`config.mk`:
```
export PLATFORM = sky130hd
export DESIGN_NAME = gpc_top
export DESIGN_NICKNAME = d
export VERILOG_FILES = /design/src/core/gpc_pkg.sv /design/src/core/gpc_det_if.sv /design/src/core/gpc_top.sv /design/src/core/gpc_sync.sv /design/src/core/gpc_detect.sv
export SDC_FILE = /design/constraint.sdc
export NUM_CORES = 1
export LEC_CHECK = 0
export BUFFER_PORTS_ARGS = -buffer_cell sky130_fd_sc_hd__buf_2
export CAP_MARGIN = 20
export CORE_AREA = 4 4 92 94
export DETAILED_ROUTE_END_ITERATION = 12
export DIE_AREA = 0 0 96 98
export PLACE_DENSITY_LB_ADDON = 0.08
export SLEW_MARGIN = 20
export SYNTH_ARGS = -nofsm -noshare
export SYNTH_HDL_FRONTEND = slang
export SYNTH_SLANG_ARGS = --single-unit
```
`constraint.sdc`:
```
create_clock -name aclk -period 3.9 [get_ports aclk]
set_clock_uncertainty 0.2 [all_clocks]
set_input_delay 0.975 -clock aclk [delete_from_list [all_inputs] [get_ports aclk]]
set_output_delay 0.975 -clock aclk [all_outputs]
set_load 0.1 [all_outputs]
```
`src/core/gpc_pkg.sv`:
```
/*
 * gpc_pkg: register offsets, field positions, reset values and codes
 * for the single-pin control and interrupt detect block.
 * Assumes a 32-bit AXI4-Lite register bus with byte addresses.
 */
`default_nettype none

package gpc_pkg;

    localparam int ADDR_W = 6;

    // register byte offsets
    localparam logic [5:0] OFF_CTRL1 = 6'h00;
    localparam logic [5:0] OFF_CTRL2 = 6'h04;
    localparam logic [5:0] OFF_INPUT = 6'h08;
    localparam logic [5:0] OFF_STAT = 6'h0C;
    localparam logic [5:0] OFF_MASK = 6'h10;

    // primary control fields
    localparam int C1_PULL_LSB = 0;
    localparam int C1_WELL_LSB = 2;
    localparam int C1_DET_LSB = 4;
    localparam int C1_EDGE_BIT = 7;
    localparam int C1_OD_BIT = 8;
    localparam int C1_DIR_BIT = 9;
    localparam int C1_FUNC_LSB = 12;
    localparam int C1_DOUT_BIT = 16;
    localparam logic [31:0] C1_WMASK = 32'h0001_33FF;
    localparam logic [31:0] C1_RST = 32'h0000_0040;

    // secondary control fields
    localparam int C2_SLEW_BIT = 0;
    localparam int C2_DRV_LSB = 4;
    localparam logic [31:0] C2_WMASK = 32'h0000_0031;
    localparam logic [31:0] C2_RST = 32'h0000_0000;

    // edge enable plus detection field codes
    localparam logic [3:0] DET_LOW = 4'h0;
    localparam logic [3:0] DET_HIGH = 4'h1;
    localparam logic [3:0] DET_OFF = 4'h4;
    localparam logic [3:0] DET_RISE = 4'hD;
    localparam logic [3:0] DET_FALL = 4'hE;
    localparam logic [3:0] DET_BOTH = 4'hF;

    // power well codes
    localparam logic [1:0] WELL_MAIN = 2'h0;
    localparam logic [1:0] WELL_STBY = 2'h1;
    localparam logic [1:0] WELL_OFF = 2'h2;
    localparam logic [1:0] WELL_STBY_OUT = 2'h3;

    // pull codes
    localparam logic [1:0] PULL_NONE = 2'h0;
    localparam logic [1:0] PULL_UP = 2'h1;
    localparam logic [1:0] PULL_DOWN = 2'h2;
    localparam logic [1:0] PULL_KEEP = 2'h3;

    localparam logic [1:0] RESP_OKAY = 2'h0;
    localparam logic [1:0] RESP_SLVERR = 2'h2;

endpackage : gpc_pkg

`default_nettype wire

```
`src/core/gpc_det_if.sv`:
```
/*
 * gpc_det_if: carries detection mode and synced pin level to the
 * detector and its events back. Assumes one clock, owned by users.
 */
`default_nettype none

interface gpc_det_if;
    logic [3:0] det_mode;
    logic pin_lvl;
    logic evt;
    logic edge_evt;
    modport cfg (output det_mode, output pin_lvl,
                 input evt, input edge_evt);
    modport det (input det_mode, input pin_lvl,
                 output evt, output edge_evt);
endinterface : gpc_det_if

`default_nettype wire

```
`src/core/gpc_top.sv`:
```
/*
 * gpc_top: control, pad gating and interrupt logic for one general
 * purpose pin, with an AXI4-Lite register slave.
 * Assumes pad_in and the rail-good levels are asynchronous pins and
 * the alternate function signals come from logic on aclk.
 */
// Functional notes
// [RULE1] buffer type bit: one selects open drain, zero push-pull.
// [RULE2] direction bit steers pad only when function select is zero.
// [RULE3] interrupt mode comes from edge enable bit and detect field.
// [RULE4] codes: low level, high level, rising, falling, either edge.
// [RULE5] edge enable zero with detect 100 gives no events.
// [RULE6] only edge detections may wake the main clock domain.
// [RULE7] wake needs edge mode and an enabled interrupt, both firmware set.
// [RULE8] standby output-only code: input off, output off when rail down.
// [RULE9] unpowered code: input, output and pulls all off.
// [RULE10] other codes pick main or standby rail; tristate when it is off.
// [RULE11] firmware picks output-only code for 1.8V open drain on 3.3V pad.
// [RULE12] pull field: keeper at 11b, pull down at 10b.
// [RULE13] drive strength field 5:4: 2, 4, 8, 12 mA.
// [RULE14] slew bit 0 resets to zero: slow; one selects fast.
// [RULE15] input register always returns the real pin level.
// [RULE16] input bits of absent pins are reserved and read zero.
// [RULE17] pull up at 01b, none at 00b; reserved bits read zero.
// [RULE18] pin synchronised before edge compare, one pulse per edge.
`default_nettype none

module gpc_top #(
    parameter bit PIN_PRESENT = 1'b1
) (
    input wire logic aclk,
    input wire logic aresetn,
    input wire logic [gpc_pkg::ADDR_W-1:0] awaddr,
    input wire logic awvalid,
    output logic awready,
    input wire logic [31:0] wdata,
    input wire logic [3:0] wstrb,
    input wire logic wvalid,
    output logic wready,
    output logic [1:0] bresp,
    output logic bvalid,
    input wire logic bready,
    input wire logic [gpc_pkg::ADDR_W-1:0] araddr,
    input wire logic arvalid,
    output logic arready,
    output logic [31:0] rdata,
    output logic [1:0] rresp,
    output logic rvalid,
    input wire logic rready,
    input wire logic pad_in,
    input wire logic main_rail_good,
    input wire logic standby_rail,
    input wire logic alt_out,
    input wire logic alt_oe,
    output logic pad_out,
    output logic pad_oe,
    output logic pad_ie,
    output logic pull_up_en,
    output logic pull_down_en,
    output logic keeper_en,
    output logic [1:0] drive_sel,
    output logic slew_fast,
    output logic irq,
    output logic wake_req
);
    typedef struct packed {
        logic [31:0] c1;
        logic [31:0] c2;
        logic stat;
        logic mask;
        logic aw_got;
        logic [gpc_pkg::ADDR_W-1:0] awaddr;
        logic w_got;
        logic [31:0] wdata;
        logic [3:0] wstrb;
        logic awready;
        logic wready;
        logic bvalid;
        logic [1:0] bresp;
        logic arready;
        logic rvalid;
        logic [31:0] rdata;
        logic [1:0] rresp;
        logic pad_out;
        logic pad_oe;
        logic pad_ie;
        logic pull_up;
        logic pull_dn;
        logic keeper;
        logic irq;
        logic wake;
    } gpc_top_st_t;

    localparam gpc_top_st_t ST_RST = '{c1: gpc_pkg::C1_RST,
                                       c2: gpc_pkg::C2_RST,
                                       default: '0};

    gpc_top_st_t q;
    gpc_top_st_t d;
    logic [2:0] sync_q;
    logic pin_s;
    logic main_s;
    logic stby_s;
    logic [31:0] bm;
    logic wr_go;
    logic clr;
    logic [1:0] well;
    logic gpio_sel;
    logic drv_en;
    logic drv_val;
    logic od;
    logic well_on;

    gpc_det_if dif ();

    // byte strobes to a bit mask
    function automatic logic [31:0] gpc_strb_mask(input logic [3:0] s);
        return {{8{s[3]}}, {8{s[2]}}, {8{s[1]}}, {8{s[0]}}};
    endfunction : gpc_strb_mask

    // only writable bits under strobe change; reserved stay zero
    function automatic logic [31:0] gpc_merge(input logic [31:0] old,
                                              input logic [31:0] nw,
                                              input logic [31:0] m);
        return (old & ~m) | (nw & m);
    endfunction : gpc_merge

    gpc_sync #(.W(3)) u_sync (
        .aclk(aclk),
        .aresetn(aresetn),
        .d({pad_in, main_rail_good, standby_rail}),
        .q(sync_q)
    );

    assign pin_s = sync_q[2];
    assign main_s = sync_q[1];
    assign stby_s = sync_q[0];

    // detector sees the pin even when the input pad is gated
    assign dif.det_mode = q.c1[gpc_pkg::C1_EDGE_BIT -: 4]; // RULE3
    assign dif.pin_lvl = pin_s; // RULE18

    gpc_detect u_det (
        .aclk(aclk),
        .aresetn(aresetn),
        .dif(dif.det)
    );

    // register bus, interrupt state and pad controls
    always_comb begin
        d = q;
        bm = gpc_strb_mask(q.wstrb);
        wr_go = q.aw_got && q.w_got && !q.bvalid;
        clr = 1'b0;
        if (awvalid && q.awready) begin
            d.aw_got = 1'b1;
            d.awaddr = awaddr;
        end
        if (wvalid && q.wready) begin
            d.w_got = 1'b1;
            d.wdata = wdata;
            d.wstrb = wstrb;
        end
        if (q.bvalid && bready) begin
            d.bvalid = 1'b0;
        end
        // write goes once both halves are held
        if (wr_go) begin
            d.aw_got = 1'b0;
            d.w_got = 1'b0;
            d.bvalid = 1'b1;
            d.bresp = gpc_pkg::RESP_OKAY;
            if (q.awaddr == gpc_pkg::OFF_CTRL1) begin
                d.c1 = gpc_merge(q.c1, q.wdata,
                                 bm & gpc_pkg::C1_WMASK); // RULE17
            end else if (q.awaddr == gpc_pkg::OFF_CTRL2) begin
                d.c2 = gpc_merge(q.c2, q.wdata,
                                 bm & gpc_pkg::C2_WMASK); // RULE13
            end else if (q.awaddr == gpc_pkg::OFF_STAT) begin
                clr = q.wdata[0] && bm[0];
            end else if (q.awaddr == gpc_pkg::OFF_MASK) begin
                d.mask = bm[0] ? q.wdata[0] : q.mask;
            end else if (q.awaddr == gpc_pkg::OFF_INPUT) begin
                d.bresp = gpc_pkg::RESP_OKAY; // read-only, ignored
            end else begin
                d.bresp = gpc_pkg::RESP_SLVERR;
            end
        end
        d.awready = !d.aw_got;
        d.wready = !d.w_got;

        // read answers one cycle after the address is taken
        if (q.rvalid && rready) begin
            d.rvalid = 1'b0;
        end
        if (arvalid && q.arready) begin
            d.rvalid = 1'b1;
            d.rresp = gpc_pkg::RESP_OKAY;
            if (araddr == gpc_pkg::OFF_CTRL1) begin
                d.rdata = q.c1;
            end else if (araddr == gpc_pkg::OFF_CTRL2) begin
                d.rdata = q.c2; // RULE14
            end else if (araddr == gpc_pkg::OFF_INPUT) begin
                // level read straight from the pin, any function
                d.rdata = {31'h0, PIN_PRESENT && pin_s}; // RULE15 RULE16
            end else if (araddr == gpc_pkg::OFF_STAT) begin
                d.rdata = {31'h0, q.stat};
            end else if (araddr == gpc_pkg::OFF_MASK) begin
                d.rdata = {31'h0, q.mask};
            end else begin
                d.rdata = 32'h0000_0000;
                d.rresp = gpc_pkg::RESP_SLVERR;
            end
        end
        d.arready = !d.rvalid;

        // set wins over a clear in the same cycle
        d.stat = (q.stat && !clr) || dif.evt;
        d.irq = d.stat && d.mask;
        // wake only from edge events that firmware enabled
        d.wake = dif.edge_evt && q.mask; // RULE6 RULE7

        // pad buffer, gated by the selected well
        well = q.c1[gpc_pkg::C1_WELL_LSB +: 2];
        od = q.c1[gpc_pkg::C1_OD_BIT];
        gpio_sel = q.c1[gpc_pkg::C1_FUNC_LSB +: 2] == 2'h0;
        drv_en = gpio_sel ? q.c1[gpc_pkg::C1_DIR_BIT] : alt_oe; // RULE2
        drv_val = gpio_sel ? q.c1[gpc_pkg::C1_DOUT_BIT] : alt_out;
        case (well) // RULE10
            gpc_pkg::WELL_MAIN: well_on = main_s;
            gpc_pkg::WELL_STBY: well_on = stby_s;
            gpc_pkg::WELL_STBY_OUT: well_on = stby_s; // RULE8
            default: well_on = 1'b0; // RULE9
        endcase
        // open drain only ever pulls low, so a high releases the pin
        d.pad_out = od ? 1'b0 : drv_val; // RULE1
        d.pad_oe = drv_en && well_on && (!od || !drv_val); // RULE1
        d.pad_ie = well_on && well != gpc_pkg::WELL_STBY_OUT; // RULE8
        d.pull_up = 1'b0;
        d.pull_dn = 1'b0;
        d.keeper = 1'b0;
        if (well != gpc_pkg::WELL_OFF) begin // RULE9
            case (q.c1[gpc_pkg::C1_PULL_LSB +: 2])
                gpc_pkg::PULL_UP: d.pull_up = 1'b1; // RULE17
                gpc_pkg::PULL_DOWN: d.pull_dn = 1'b1; // RULE12
                gpc_pkg::PULL_KEEP: d.keeper = 1'b1; // RULE12
                default: d.keeper = 1'b0;
            endcase
        end
    end

    always_ff @(posedge aclk) begin
        if (!aresetn) begin
            q <= ST_RST;
        end else begin
            q <= d;
        end
    end

    // every output straight from the state register
    assign awready = q.awready;
    assign wready = q.wready;
    assign bresp = q.bresp;
    assign bvalid = q.bvalid;
    assign arready = q.arready;
    assign rdata = q.rdata;
    assign rresp = q.rresp;
    assign rvalid = q.rvalid;
    assign pad_out = q.pad_out;
    assign pad_oe = q.pad_oe;
    assign pad_ie = q.pad_ie;
    assign pull_up_en = q.pull_up;
    assign pull_down_en = q.pull_dn;
    assign keeper_en = q.keeper;
    assign drive_sel = q.c2[gpc_pkg::C2_DRV_LSB +: 2]; // RULE13
    assign slew_fast = q.c2[gpc_pkg::C2_SLEW_BIT]; // RULE14
    assign irq = q.irq;
    assign wake_req = q.wake;
endmodule : gpc_top

`default_nettype wire

```
`src/core/gpc_sync.sv`:
```
/*
 * gpc_sync: two-flop synchroniser for asynchronous pin levels.
 * Assumes inputs change slowly against aclk; no pulse stretching.
 */
`default_nettype none

module gpc_sync #(
    parameter int W = 1
) (
    input wire logic aclk,
    input wire logic aresetn,
    input wire logic [W-1:0] d,
    output logic [W-1:0] q
);
    logic [W-1:0] meta_r;
    logic [W-1:0] sync_r;

    // first stage feeds only the second stage
    always_ff @(posedge aclk) begin
        if (!aresetn) begin
            meta_r <= '0;
            sync_r <= '0;
        end else begin
            meta_r <= d;
            sync_r <= meta_r;
        end
    end

    assign q = sync_r;

endmodule : gpc_sync

`default_nettype wire

```
`src/core/gpc_detect.sv`:
```
/*
 * gpc_detect: level and edge interrupt detection for one pin.
 * Assumes pin_lvl is already synchronised to aclk.
 */
`default_nettype none

module gpc_detect (
    input wire logic aclk,
    input wire logic aresetn,
    gpc_det_if.det dif
);
    typedef struct packed {
        logic prev;
        logic evt;
        logic edge_evt;
    } gpc_det_st_t;

    gpc_det_st_t q;
    gpc_det_st_t d;
    logic rise;
    logic fall;
    logic edge_mode;

    assign edge_mode = dif.det_mode[3];

    // compare against last sample, one pulse per transition
    always_comb begin
        d = q;
        rise = dif.pin_lvl && !q.prev; // RULE18
        fall = !dif.pin_lvl && q.prev;
        d.prev = dif.pin_lvl;
        d.evt = 1'b0;
        d.edge_evt = 1'b0;
        case (dif.det_mode) // RULE3
            gpc_pkg::DET_LOW: d.evt = !dif.pin_lvl; // RULE4
            gpc_pkg::DET_HIGH: d.evt = dif.pin_lvl;
            gpc_pkg::DET_RISE: begin
                d.evt = rise;
                d.edge_evt = rise; // RULE6
            end
            gpc_pkg::DET_FALL: begin
                d.evt = fall;
                d.edge_evt = fall;
            end
            gpc_pkg::DET_BOTH: begin
                d.evt = rise || fall;
                d.edge_evt = rise || fall;
            end
            // disabled code and reserved codes stay silent
            default: d.evt = 1'b0; // RULE5
        endcase
    end

    always_ff @(posedge aclk) begin
        if (!aresetn) begin
            q <= '0;
        end else begin
            q <= d;
        end
    end

    assign dif.evt = q.evt;
    assign dif.edge_evt = q.edge_evt;
endmodule : gpc_detect

`default_nettype wire

```
# == Yosys cells after proc, flatten, opt, wreduce, memory -nomap -nowiden ==
# Cells that the tools add are included.
# word_totals
ff_bits,168
ramBits,0
word_cells,138
latchBits,0
in_bits,60
mem_bits_ro,0
n_memories,0
# classes
n_eq_ne,19
n_reduce_logical,39
bitwise_logic,10
n_div,0
mul,0
shift,0
mux,40
n_addsub,0
n_lt_le_gt_ge,0
# op_table
operator,n
AND 32 bit,2
2-to-1 mux 32 bit,2
bitwise OR 32 bit,2
2-to-1 mux 37 bit,1
2-to-1 mux 35 bit,1
AND 32 x 17 -> 32 bit,1
AND 32 x 6 -> 32 bit,1
NOT 17 -> 32 bit,1
NOT 6 -> 32 bit,1
equality test 6 x 4 -> 1 bit (second input constant),4
2-to-1 mux 2 bit,11
2-to-1 mux 1 bit,20
logical AND 1 bit,16
equality test 4 bit (second input constant),3
equality test 6 x 3 -> 1 bit (second input constant),2
equality test 6 x 5 -> 1 bit (second input constant),2
zero test 6 bit,2
zero test 1 bit,9
2-to-1 mux 7 bit,1
equality test 2 bit (second input constant),3
one-hot mux 1 bit (5 select lines),1
equality test 2 x 1 -> 1 bit (second input constant),2
equality test 4 x 1 -> 1 bit (second input constant),1
zero test 2 bit,2
11 further kinds,17

# == Depth between registers and ports, before layout ==
# logic_depth
word_depth,9
depth_mapped,6

# == By module ==
# A second synthesis with hierarchy kept.
# unflattened
hier_cells,369
area_unflattened_um2,3230.6
# by_module_without_submodules
mod,area_per_inst_um2,seq_area_each_um2,n_inst,cells_each
gpc_top,2910.3,1401.3,1,339
gpc_detect,162.7,60.1,1,18
gpc_sync,157.7,120.1,1,12

# == Least setup slack after synthesis ==
# No wires, ideal clock.
# synth_timing
path_type,reg2reg
startpoint,"reg q, in the netlist bvalid"
endpoint,reg with a tool-made name
stages_incl_launch_ff,5
arrival_ps,2166
path_buffers,0
setup_ps,127
slack_ps,1407
cell_sequence,dfxtp_1 -> or4_4 -> nor4_4 -> mux2i_1 -> nand2_1
# synth_lines
element,line,source
start: declaration,gpc_top.sv:98,gpc_top_st_t q;
start signal: assignment,gpc_top.sv:254,q <= ST_RST;
start signal: assignment,gpc_top.sv:256,q <= d;

# == Final worst setup path ==
# layout_timing
startpoint,"reg q, in the netlist awready"
endpoint,out awready
# layout_lines
element,line,source
end: declaration,gpc_top.sv:35,"output logic awready,"
# No word-level cell between the ends.

==> flow_metrics.env <==
export IMPL_synth_cells=384
export IMPL_endpoint="awready"
export IMPL_top_level_ports=112
export IMPL_place_inst=522
export IMPL_arrival_ns=1.31
export IMPL_dr_pass1_iters=4
export IMPL_worstHoldStart="u_sync.meta_r[1]$_SDFF_PN0_"
export IMPL_seq_area_mm2=0.00158
export IMPL_power_density_mw_per_mm2=458
export IMPL_core_mm2=0.00765
export IMPL_clock_path_buffers=2
export IMPL_async_flop_share=0
export IMPL_hold_path_depth=1
export IMPL_areaGrowthSynthToFinish_pct=12.7
export IMPL_switching_share=0.285
export IMPL_crit_path_end_kind="output pin"
export IMPL_p_comb_frac=0.132
export IMPL_critPathLaunch="awready$_SDFF_PN0_"
export IMPL_track_usage=0.145
export IMPL_setup_viol=0
export IMPL_cts_max_level=3
export IMPL_switching_power_uw=489
export IMPL_path_class="reg -> out"
export IMPL_dieArea_mm2=0.00941
export IMPL_hp_class="reg -> reg"
export IMPL_start_util=0.436
export IMPL_start_kind="register"
export IMPL_final_hold_viol_count=0
export IMPL_diodes=0
export IMPL_synth_edf_count=0
export IMPL_drcViolationCount=0
export IMPL_ys_warn_count=0
export IMPL_ys_seq_area_frac=0.475
export IMPL_tightest_slew_ns=0.882
export IMPL_pre_cts_slack_ns=1.28
export IMPL_multi_input_area_mm2=0.00144
export IMPL_path_clk_slew_ns=0.08
export IMPL_row_count=32
export IMPL_max_freq_mhz=403
export IMPL_cts_sinks=79
export IMPL_gp_congestion=0.794
export IMPL_synth_flop_cell="dfxtp_1"
export IMPL_grt_ovfl_total=0
export IMPL_postCtsSetupBuffers=0
export IMPL_fill_cells=793
export IMPL_slew_violations=0
export IMPL_cp_cell_sequence="buf_2"
export IMPL_crit_family="buffers and inverters"
export IMPL_cts_tree="built"
export IMPL_fp_dieW_um=96
export IMPL_dr_first_iter_drc_count=62
export IMPL_tns_ns=0
export IMPL_fin_ws_ns=1.42
export IMPL_vias=2513
export IMPL_antenna_found_initial=0
export IMPL_route_detailed_wl_per_inst_um=12.2
export IMPL_max_stage_delay_ns=0.49
export IMPL_antenna_left=0
export IMPL_nNetsFinal=493
export IMPL_via_per_inst=4.67
export IMPL_rsz0062_at_grt="no"
export IMPL_grt_pass1_wl_um=10900
export IMPL_power_frac_clock=0.378
export IMPL_ys_ff_latch=79
export IMPL_cts_resized=0
export IMPL_rrSetupSlack_ns=1.66
export IMPL_io_buffer_count=70
export IMPL_post_dp_hpwl_um=4730
export IMPL_maxSlewHeadroom=0.406
export IMPL_syn_area_per_cell_um2=8.68
export IMPL_drive_gt1_frac=0.204
export IMPL_cp_num_buf_inv=1
export IMPL_post_route_period_util=0.636
export IMPL_reg2regPathDepth=4
export IMPL_ir_worst_vdd_uv=201
export IMPL_slowest_stage="buf_2"
export IMPL_insertion_delay_ns=0.33
export IMPL_period_needed_ns=2.48
export IMPL_die_h_um=98
export IMPL_worstReg2RegStart="bvalid$_SDFFE_PN0P_"
export IMPL_stdcell_count=538
export IMPL_grt_start_max_net_pins=55
export IMPL_wirelength_um=6570
export IMPL_status="complete, no violations"
export IMPL_numCtsBuffers=9
export IMPL_synth_cell_type_count=40
export IMPL_synthesis_area_mm2=0.00333
export IMPL_leakagePower_nw=1.53
export IMPL_crit_cells=1
export IMPL_seq_power_share=0.490
export IMPL_p_int_mw=1.23
export IMPL_critPathMaxFanout=9
export IMPL_holdWs_ns=0.236
export IMPL_cap_violations=0
export IMPL_required_ns=2.72
export IMPL_cts_root_buf="clkbuf_8"
export IMPL_grt_pass1_vias=2319
export IMPL_holdBufCountCts=0
==> final cells by class <==
| type | instances | share of cell area |
|---|---|---|
| well taps | 102 | 0.0340 |
| flip-flops and latches | 79 | 0.421 |
| inverters | 8 | 0.00800 |
| clock inverters | 6 | 0.0227 |
| repair buffers | 71 | 0.0953 |
| multi-input cells | 262 | 0.385 |
| clock buffers | 10 | 0.0340 |
==> cells in the final DEF (no fill, tap or decap), drive strengths merged, types with 2 or more instances in the layout <==
cell type	count
nand2	82
dfxtp	79
buf	71
a21boi	25
conb	21
o21ai	17
a21oi	15
nand3	15
mux2i	13
nor2b	12
and2	11
nor2	10
clkbuf	10
inv	8
nand2b	6
nor3	4
and3	4
o21a	4
nor4	4
nand3b	3
a31oi	2
ha	2
bufinv	2
clkinvlp	2
clkinv	2
or4	2
==> synthesized netlist by cell type (all sizes together), types with 2 or more instances <==
cell type  instances  area [µm²]
a21boi            25         188
a21oi             15        75.1
a31oi              2        12.5
and2              11        68.8
and3               4        25.0
buf               39         289
clkbuf            16        62.6
dfxtp             79        1580
ha                 2        25.0
inv                8        30.0
mux2i             13         130
nand2             82         308
nand2b             6        37.5
nand3             15        75.1
nand3b             3        22.5
nor2              10        37.5
nor2b             12        75.1
nor3               4        20.0
nor4               4        46.3
o21a               4        30.0
o21ai             17        85.1
or4                2        18.8
==> stage by stage <==
step / cell area (µm²) / utilization / power (mW)
6_report: 3750 / 0.491 / 1.72
5_1_grt: 3750 / 0.491 / 1.80
4_1_cts: 3750 / 0.491 / 1.74
3_5_place_dp: 3540 / 0.463 / 1.09
3_3_place_gp: 3540 / 0.463 / 1.09
2_1_floorplan: 3410 / - / 1.07
==> logic make-up after synthesis <==
group | share of synthesized area
AND/OR/NAND/NOR | 0.235
flip-flops | 0.475
AO/OA/AOI/OAI | 0.125
buffers and inverters | 0.115
multiplexers | 0.0391
adder cells (fa/ha/maj) | 0.00751
other | 0.00113
XOR/XNOR | 0.00263
==> worst min path at each step <==
stage	end	slack [ns]
finish	u_sync.q[1]$_SDFF_PN0_	0.24
global route	u_sync.q[1]$_SDFF_PN0_	0.27
CTS	u_sync.q[1]$_SDFF_PN0_	0.24
detailed placement	u_sync.q[1]$_SDFF_PN0_	0.22
global placement	u_sync.q[1]$_SDFF_PN0_	0.22
floorplan	u_sync.q[0]$_SDFF_PN0_	0.21
==> per-layer routing <==
metal / GRT usage / routed length, µm
met5: 0 / 0
met4: 0.0558 / 80
met3: 0.0316 / 403
met2: 0.221 / 2860
met1: 0.199 / 3230
==> power by group through the flow <==
stage	Clock (mW)	Sequential, mW	Combinational, mW
final	0.649	0.843	0.227
after global routing	0.708	0.846	0.242
after CTS	0.672	0.843	0.228
after detailed placement	0	0.862	0.228
after global placement	0	0.861	0.227
after floorplan	0	0.885	0.183
Power figures use the tool's default switching activity.
